### config.mk
export PLATFORM = sky130hd
export DESIGN_NAME = rij_unit
export DESIGN_NICKNAME = d
export VERILOG_FILES = /design/src/rij_pkg.sv /design/src/rij_cond.sv /design/src/rij_unit.sv
export VERILOG_INCLUDE_DIRS = /design/src /design/src/src
export SDC_FILE = /design/constraint.sdc
export NUM_CORES = 1
export LEC_CHECK = 0
export ABC_CLOCK_PERIOD_IN_PS = 5500
export BUFFER_PORTS_ARGS = -buffer_cell sky130_fd_sc_hd__clkbuf_2
export CAP_MARGIN = 10
export CORE_ASPECT_RATIO = 1.1
export CORE_MARGIN = 2
export CORE_UTILIZATION = 40
export CTS_CLUSTER_SIZE = 8
export DETAILED_ROUTE_END_ITERATION = 10
export PLACE_DENSITY = 0.59
export SYNTH_ARGS = -nofsm -noshare
export SYNTH_HDL_FRONTEND = slang
export SYNTH_SLANG_ARGS = --single-unit
### constraint.sdc
create_clock -name CORE_CLK -period 5.5 [get_ports CORE_CLK]
set_input_delay 0.275 -clock CORE_CLK [delete_from_list [all_inputs] [get_ports CORE_CLK]]
set_output_delay 0.275 -clock CORE_CLK [all_outputs]
set_load 0.1 [all_outputs]
### src/rij_map.svh
// constants for the relative and indirect jump unit
// Function
// - opcode 38 branches relative when carry set
// - opcode 30 branches relative when carry clear
// - opcode 28 branches relative when zero set
// - opcode 20 branches relative when zero clear
// - relative reach is -126 to +129 bytes
// - target is opcode address plus two plus displacement
// - taken relative branch lasts 12 states: 4,3,5
// - untaken relative branch lasts 7 states: 4,3
// - untaken branch continues after displacement byte
// - E9 loads pointer pair in 4 states
// - DD E9 loads first index in 4,4
// - FD E9 loads second index, same timing
// - taken jump fetches next from new counter
`ifndef RIJ_MAP_SVH
`define RIJ_MAP_SVH
`define RIJ_OP_BR_CARRY 8'h38
`define RIJ_OP_BR_NOCARRY 8'h30
`define RIJ_OP_BR_ZERO 8'h28
`define RIJ_OP_BR_NONZERO 8'h20
`define RIJ_OP_PTR_JUMP 8'hE9
`define RIJ_PFX_FIRST 8'hDD
`define RIJ_PFX_SECOND 8'hFD
`define RIJ_OPC_STATES 3'h4
`define RIJ_DISP_STATES 3'h3
`define RIJ_ADD_STATES 3'h5
`define RIJ_PFX_STATES 3'h4
`define RIJ_REL_STEP 16'h0002
`define RIJ_PC_RESET 16'h0000
`endif

### src/rij_pkg.sv
// types for the relative and indirect jump unit
package rij_pkg;
	typedef enum logic [2:0] {
		ST_IDLE = 3'b000,
		ST_PFX = 3'b001,
		ST_OPC = 3'b010,
		ST_DISP = 3'b011,
		ST_ADD = 3'b100
	} rij_state_t;
	typedef enum logic [1:0] {
		SRC_POINTER = 2'b00,
		SRC_FIRST = 2'b01,
		SRC_SECOND = 2'b10
	} rij_src_t;
endpackage

### src/rij_cond.sv
// condition test and target adder for relative branches
`timescale 1ns/1ps
`default_nettype none
`include "rij_map.svh"
module rij_cond
	import rij_pkg::*;
(
	// opcode and flags
	input wire logic [7:0] opcode,
	input wire logic carry_flag,
	input wire logic zero_flag,
	// address arithmetic
	input wire logic [15:0] op_addr,
	input wire logic [7:0] disp,
	output logic is_rel,
	output logic taken,
	output logic [15:0] seq_addr,
	output logic [15:0] target
);
	function automatic logic [15:0] sext8(input logic [7:0] v);
		return {{8{v[7]}}, v};
	endfunction
	always_comb begin
		is_rel = 1'b1;
		taken = 1'b0;
		case (opcode)
			`RIJ_OP_BR_CARRY: taken = carry_flag;
			`RIJ_OP_BR_NOCARRY: taken = !carry_flag;
			`RIJ_OP_BR_ZERO: taken = zero_flag;
			`RIJ_OP_BR_NONZERO: taken = !zero_flag;
			default: is_rel = 1'b0;
		endcase
	end
	// counter already past both bytes, so reach is -126..+129 from opcode
	assign seq_addr = op_addr + `RIJ_REL_STEP;
	assign target = seq_addr + sext8(disp);
endmodule // rij_cond
`default_nettype wire

### src/rij_unit.sv
// relative and register-indirect jump execution unit
`timescale 1ns/1ps
`default_nettype none
`include "rij_map.svh"
module rij_unit
	import rij_pkg::*;
(
	// clock and reset
	input wire logic CORE_CLK,
	input wire logic RST,
	// instruction stream
	input wire logic START,
	input wire logic [15:0] OP_ADDR,
	input wire logic [7:0] PREFIX,
	input wire logic PREFIX_VALID,
	input wire logic [7:0] OPCODE,
	input wire logic [7:0] DISP,
	// machine state
	input wire logic CARRY_FLAG,
	input wire logic ZERO_FLAG,
	input wire logic [15:0] MAIN_POINTER_PAIR,
	input wire logic [15:0] FIRST_INDEX_REG,
	input wire logic [15:0] SECOND_INDEX_REG,
	// results
	output logic BUSY,
	output logic DONE,
	output logic PC_LOAD,
	output logic [15:0] NEXT_PC,
	output logic [4:0] STATE_COUNT,
	output logic [1:0] MCYCLE_COUNT,
	output logic [7:0] FLAGS_OUT
);
	rij_state_t state;
	logic [2:0] tcnt;
	logic [7:0] opc, disp;
	logic [15:0] op_addr;
	logic carry, zero, is_rel, taken, rel_ok, ptr_ok;
	logic [15:0] seq_addr, target;
	logic [15:0] next_pc_src;
	logic [2:0] phase_len;

	rij_cond u_cond (
		.opcode(opc),
		.carry_flag(carry),
		.zero_flag(zero),
		.op_addr(op_addr),
		.disp(disp),
		.is_rel(is_rel),
		.taken(taken),
		.seq_addr(seq_addr),
		.target(target)
	);

	// unsupported opcodes are accepted only when recognised
	assign rel_ok = START && !PREFIX_VALID &&
		(OPCODE == `RIJ_OP_BR_CARRY || OPCODE == `RIJ_OP_BR_NOCARRY ||
		OPCODE == `RIJ_OP_BR_ZERO || OPCODE == `RIJ_OP_BR_NONZERO);
	assign ptr_ok = START && OPCODE == `RIJ_OP_PTR_JUMP && (!PREFIX_VALID ||
		PREFIX == `RIJ_PFX_FIRST || PREFIX == `RIJ_PFX_SECOND);
	assign BUSY = state != ST_IDLE;

	// operand capture; flags copied at start so mid-instruction change is moot
	always_ff @(posedge CORE_CLK or posedge RST) begin
		if (RST) begin
			opc <= 8'h00;
			disp <= 8'h00;
			op_addr <= `RIJ_PC_RESET;
			carry <= 1'b0;
			zero <= 1'b0;
			next_pc_src <= `RIJ_PC_RESET;
		end else if (state == ST_IDLE && (rel_ok || ptr_ok)) begin
			opc <= OPCODE;
			disp <= DISP;
			op_addr <= OP_ADDR;
			carry <= CARRY_FLAG;
			zero <= ZERO_FLAG;
			if (!PREFIX_VALID)
				next_pc_src <= MAIN_POINTER_PAIR;
			else if (PREFIX == `RIJ_PFX_FIRST)
				next_pc_src <= FIRST_INDEX_REG;
			else
				next_pc_src <= SECOND_INDEX_REG;
		end
	end

	always_comb begin
		case (state)
			ST_PFX: phase_len = `RIJ_PFX_STATES;
			ST_OPC: phase_len = `RIJ_OPC_STATES;
			ST_DISP: phase_len = `RIJ_DISP_STATES;
			ST_ADD: phase_len = `RIJ_ADD_STATES;
			default: phase_len = 3'h1;
		endcase
	end

	// one clock per state; machine cycles sequenced by phase length
	always_ff @(posedge CORE_CLK or posedge RST) begin
		if (RST) begin
			state <= ST_IDLE;
			tcnt <= 3'h0;
		end else if (state == ST_IDLE) begin
			tcnt <= 3'h0;
			if (rel_ok || ptr_ok)
				state <= PREFIX_VALID ? ST_PFX : ST_OPC;
		end else if (tcnt != phase_len - 3'h1) begin
			tcnt <= tcnt + 3'h1;
		end else begin
			tcnt <= 3'h0;
			case (state)
				ST_PFX: state <= ST_OPC;
				ST_OPC: state <= is_rel ? ST_DISP : ST_IDLE;
				ST_DISP: state <= taken ? ST_ADD : ST_IDLE;
				ST_ADD: state <= ST_IDLE;
				default: state <= ST_IDLE;
			endcase
		end
	end

	logic last_t;
	assign last_t = BUSY && tcnt == phase_len - 3'h1;

	// counters of states and machine cycles for the current instruction
	always_ff @(posedge CORE_CLK or posedge RST) begin
		if (RST) begin
			STATE_COUNT <= 5'h00;
			MCYCLE_COUNT <= 2'h0;
		end else if (state == ST_IDLE && (rel_ok || ptr_ok)) begin
			STATE_COUNT <= 5'h00;
			MCYCLE_COUNT <= 2'h0;
		end else if (BUSY) begin
			STATE_COUNT <= STATE_COUNT + 5'h01;
			if (last_t)
				MCYCLE_COUNT <= MCYCLE_COUNT + 2'h1;
		end
	end

	// result pulse and counter; held until next completion
	always_ff @(posedge CORE_CLK or posedge RST) begin
		if (RST) begin
			DONE <= 1'b0;
			PC_LOAD <= 1'b0;
			NEXT_PC <= `RIJ_PC_RESET;
		end else begin
			DONE <= 1'b0;
			PC_LOAD <= 1'b0;
			if (last_t && state == ST_OPC && !is_rel) begin
				DONE <= 1'b1;
				PC_LOAD <= 1'b1;
				NEXT_PC <= next_pc_src;
			end else if (last_t && state == ST_DISP && !taken) begin
				DONE <= 1'b1;
				NEXT_PC <= seq_addr;
			end else if (last_t && state == ST_ADD) begin
				DONE <= 1'b1;
				PC_LOAD <= 1'b1;
				NEXT_PC <= target;
			end
		end
	end

	// flags pass through untouched
	assign FLAGS_OUT = {1'b0, ZERO_FLAG, 5'h00, CARRY_FLAG};

	logic [4:0] run_len;
	always_ff @(posedge CORE_CLK or posedge RST) begin
		if (RST)
			run_len <= 5'h00;
		else if (BUSY)
			run_len <= run_len + 5'h01;
		else
			run_len <= 5'h00;
	end

	a_taken_len: assert property (@(posedge CORE_CLK) disable iff (RST)
		DONE && PC_LOAD && $past(state) == ST_ADD |-> $past(run_len) == 5'h0B)
		else $error("taken relative branch not 12 states");
	a_untaken_len: assert property (@(posedge CORE_CLK) disable iff (RST)
		DONE && !PC_LOAD |-> $past(run_len) == 5'h06)
		else $error("untaken relative branch not 7 states");
	a_ptr_len: assert property (@(posedge CORE_CLK) disable iff (RST)
		state == ST_IDLE && ptr_ok && !PREFIX_VALID |=> state == ST_OPC ##4 DONE && PC_LOAD)
		else $error("pointer jump not 4 states");
	a_idx_len: assert property (@(posedge CORE_CLK) disable iff (RST)
		state == ST_IDLE && ptr_ok && PREFIX_VALID |=> (state == ST_PFX)[*4] ##5 DONE)
		else $error("index jump not 8 states");
	a_idx_value: assert property (@(posedge CORE_CLK) disable iff (RST)
		state == ST_IDLE && ptr_ok && PREFIX == `RIJ_PFX_SECOND && PREFIX_VALID
		|-> ##9 NEXT_PC == $past(SECOND_INDEX_REG, 9))
		else $error("second index not loaded");
	a_seq_addr: assert property (@(posedge CORE_CLK) disable iff (RST)
		DONE && !PC_LOAD |-> NEXT_PC == op_addr + 16'h0002)
		else $error("untaken branch wrong next address");
	a_target: assert property (@(posedge CORE_CLK) disable iff (RST)
		DONE && PC_LOAD && $past(state) == ST_ADD
		|-> NEXT_PC == op_addr + 16'h0002 + {{8{disp[7]}}, disp})
		else $error("relative target wrong");
	a_carry_dec: assert property (@(posedge CORE_CLK) disable iff (RST)
		state == ST_DISP && opc == `RIJ_OP_BR_CARRY |-> taken == carry)
		else $error("carry branch decision wrong");
	a_zero_dec: assert property (@(posedge CORE_CLK) disable iff (RST)
		state == ST_DISP && opc == `RIJ_OP_BR_NONZERO |-> taken == !zero)
		else $error("nonzero branch decision wrong");
	a_flags_kept: assert property (@(posedge CORE_CLK) disable iff (RST)
		FLAGS_OUT[0] == CARRY_FLAG && FLAGS_OUT[6] == ZERO_FLAG)
		else $error("flag altered");
	// reported counts must agree with the instruction that just ended
	a_taken_counts: assert property (@(posedge CORE_CLK) disable iff (RST)
		DONE && PC_LOAD && $past(state) == ST_ADD |-> STATE_COUNT == 5'h0C && MCYCLE_COUNT == 2'h3)
		else $error("taken branch counts wrong");
	a_fall_counts: assert property (@(posedge CORE_CLK) disable iff (RST)
		DONE && !PC_LOAD |-> STATE_COUNT == 5'h07 && MCYCLE_COUNT == 2'h2)
		else $error("untaken branch counts wrong");
	a_ptr_value: assert property (@(posedge CORE_CLK) disable iff (RST)
		state == ST_IDLE && ptr_ok && !PREFIX_VALID
		|-> ##5 PC_LOAD && NEXT_PC == $past(MAIN_POINTER_PAIR, 5))
		else $error("pointer pair not loaded");
	a_first_value: assert property (@(posedge CORE_CLK) disable iff (RST)
		state == ST_IDLE && ptr_ok && PREFIX == `RIJ_PFX_FIRST && PREFIX_VALID
		|-> ##9 PC_LOAD && NEXT_PC == $past(FIRST_INDEX_REG, 9))
		else $error("first index not loaded");

	c_rel_taken: cover property (@(posedge CORE_CLK) DONE && PC_LOAD && $past(state) == ST_ADD);
	c_rel_fall: cover property (@(posedge CORE_CLK) DONE && !PC_LOAD);
	c_idx_jump: cover property (@(posedge CORE_CLK) state == ST_PFX ##4 state == ST_OPC);
	c_ptr_jump: cover property (@(posedge CORE_CLK) state == ST_IDLE && ptr_ok && !PREFIX_VALID);
	c_back_to_back: cover property (@(posedge CORE_CLK) DONE ##1 BUSY);
endmodule // rij_unit
`default_nettype wire

==> impl_results.md <==
- Status: finished clean
- Area growth, synth to finish: 20.6%
- Hold Fails Final Rpt: 0
- Commonest non-fill, non-tap cell in the layout: clkbuf_2
- Total global routing overflow: 0
- Post-DR vias/cell: 5.33
- Worst setup SP type: flip-flop
- # DRC: 0
- Mapped Avg Cell Area: 9.52 sq um
- Crit path DAT: 3.90 ns
- Setup TNS: 0 ns
- Part of the power in registers: 0.297
- Worst path slowest cell: or3_1
- Clock power frac: 0.239
- Min-Delay Path Depth: 2
- Final period utilization: 0.667
- Starting density of the core: 0.410
- Clk_lat worst skew: 0.34 ns
- Num rows: 42
- Die ar.: 13300 sq um
- Distinct cells, synth: 63
- Detailed Route WL: 12.2 mm
- Synth Flop Type: dfrtp_1
- Largest fanout on the critical path: 26
- Worst reg2reg path depth: 10
- Die X: 110 um
- Layout Skew: 0.00543 ns
- Final WS setup: 1.83 ns
- Leakage Power: 3.03 nW
- Fin nets: 748
- Placement Setup Slack: 1.90 ns
- Switching part of the total power: 0.476
- Final worst path period need: 3.67 ns
- Commonest non-fill, non-tap cells in the layout: 121 x clkbuf_2, 81 x dfrtp_1, 67 x nand2_1
- Wire per inst: 15.4 um
- CTS tree: yes
- Initial drt markers: 260
- Diodes inserted: 0
- DR pass1 iterations: 5
- Final setup viols: 0
- Slew Limit Fails: 0
- Post-DP HPWL: 9.13 mm
- Die Span Y: 121 um
- Worst VDD drop: 384 uV
- Global-route wire length before repair: 20.3 mm
- Combinational Power Share: 0.464
- CTS Buf Count: 9
- Mapped Area: 4960 sq um
- Post-CTS setup buffers: 0
- RSZ-0062 raised after global routing: no
- Register area share after synthesis: 0.409
- Longest Clk Path Bufs: 2
- Initial antenna violation count: 0
- Slowest cell delay on critical path: 0.80 ns
- Peak Freq: 272 MHz
- CTS clk-pin slew, worst paths: 0.06 ns
- RD Place Congestion: 0.820
- Number of synthesized flops with an enable pin: 0
- Fraction of registers with async set/reset: 1.00
- #FFs+latches synth: 81
- YS warnings: 0
- Max cap viols: 0
- Largest net degree at the start of global routing: 82
- Critical-path cell list: nor2b_1, nand2_1, ha_1, xnor2_1, a211oi_1, o211ai_4, or3_1, a21oi_2, nor4b_1, and3b_1
- Crit path kind: flip-flop to flip-flop
- Post-route antenna net violation count: 0
- Gate Count Post-Synth: 521
- Int Pwr: 1.52 mW
- # port buffers: 121
- Net switching power: 1.38 mW
- Ratio of cells with drive above 1 in the final layout: 0.280
- FILL cells: 1169
- Routed via count: 4202
- Hold Path Class: input pin to flip-flop
- H-tree depth: 3
- Hold Buf Count CTS: 0
- Number of global-route vias before repair: 4230
- Worst-Margin Slew: 1.13 ns
- CTS Sinks: 81
- Core box area: 12100 sq um
- Final Power: 2.91 mW
- Tot GR Track Use: 0.196
- I/O pin count: 128
- Worst Path Required: 5.73 ns
- Clock Root Buffer: clkbuf_16
- Final core utilization: 0.495
- Critical path capture point type: flip-flop
- Max-slew headroom: 0.241
- Power per cell area: 486 nW/um^2
- CTS resizes: 0
-- critical path: cells and delay by family (launching register included) --
kind	cells	cell delay, ns
xor gates and xnor gates	1	0.16
DFF	1	0.57
and+or+nand+nor	5	1.61
AOI/OAI and AO/OA	3	0.86
adders and majority gates	1	0.36
-- registers in the layout, indices dropped and copies added, names as in the netlist --
register and cells:
DONE 1, MCYCLE_COUNT 2, NEXT_PC 16, PC_LOAD 1, STATE_COUNT 5, carry 1
disp 8, next_pc_src 16, op_addr 16, opc 8, state 3, tcnt 3
zero 1
-- final timing paths --
path                                  start          end  slack, ns
min in group asynchronous               RST      tcnt[2]       0.22
max in group asynchronous               RST       opc[6]       4.58
worst max-delay path               state[1]  NEXT_PC[15]       1.83
worst min register to register       opc[5]       opc[5]       0.47
worst max register to register     state[1]  NEXT_PC[15]       1.83
worst min-delay path            OP_ADDR[12]  op_addr[12]       0.17
-- logic make-up after synthesis --
logic type,Yosys count,share of synthesized area
flip-flops,81,0.409
other,1,0.000756
AND/OR/NAND/NOR,162,0.150
XOR/XNOR,32,0.0565
adder cells (fa/ha/maj),25,0.0641
buffers and inverters,43,0.0444
multiplexers,46,0.0999
AO/OA/AOI/OAI,131,0.175
-- per-stage QoR --
| step | area, sq um | cells | hold slack, ns |
|---|---|---|---|
| finish | 5980 | 789 | 0.166 |
| global route | 5980 | 789 | 0.158 |
| global placement | 5630 | 773 | 0.451 |
| floorplan | 4980 | 526 | 0.426 |
| detailed placement | 5630 | 773 | 0.453 |
| CTS | 5980 | 789 | 0.155 |
-- cells in the mapped netlist (7+ instances only) --
cell       n  area [sq um]
o21ai_0   50           250
nand3_1   14          70.1
xnor2_1   17           149
ha_1      23           288
nor2_1    41           154
inv_1      9          33.8
clkbuf_1  15          56.3
a21o_1    14           105
nand2_1   67           251
dfrtp_1   81          2030
xor2_1    15           131
a21oi_1   15          75.1
o31ai_1    7          52.6
a211oi_1  10          75.1
mux2i_1   18           180
buf_4      9          67.6
mux2_2    28           315
-- power groups by stage --
stage               registers, mW  clock network [mW]  logic, mW
floorplan                    1.33                   0      0.635
global placement            0.868                   0       1.32
detailed placement          0.871                   0       1.35
CTS                         0.862               0.710       1.36
global route                0.881               0.736       1.45
finish                      0.863               0.696       1.35
-- routing by layer --
metal | share of wire | global-route usage
met1 | 0.44 | 0.249
met2 | 0.50 | 0.329
met3 | 0.037 | 0.0420
met4 | 0.020 | 0.0617
met5 | 0 | 0
-- layout make-up --
type	instances	area [sq um]	area share
Clock buffer	11	243	0.0406
Timing Repair Buffer	125	636	0.106
Inverter	11	42.5	0.00712
Sequential cell	81	2030	0.339
Tap cell	154	193	0.0322
Multi-Input combinational cell	402	2740	0.458
Clock inverter	5	103	0.0172
No activity file was read; power rests on OpenSTA's default activity.
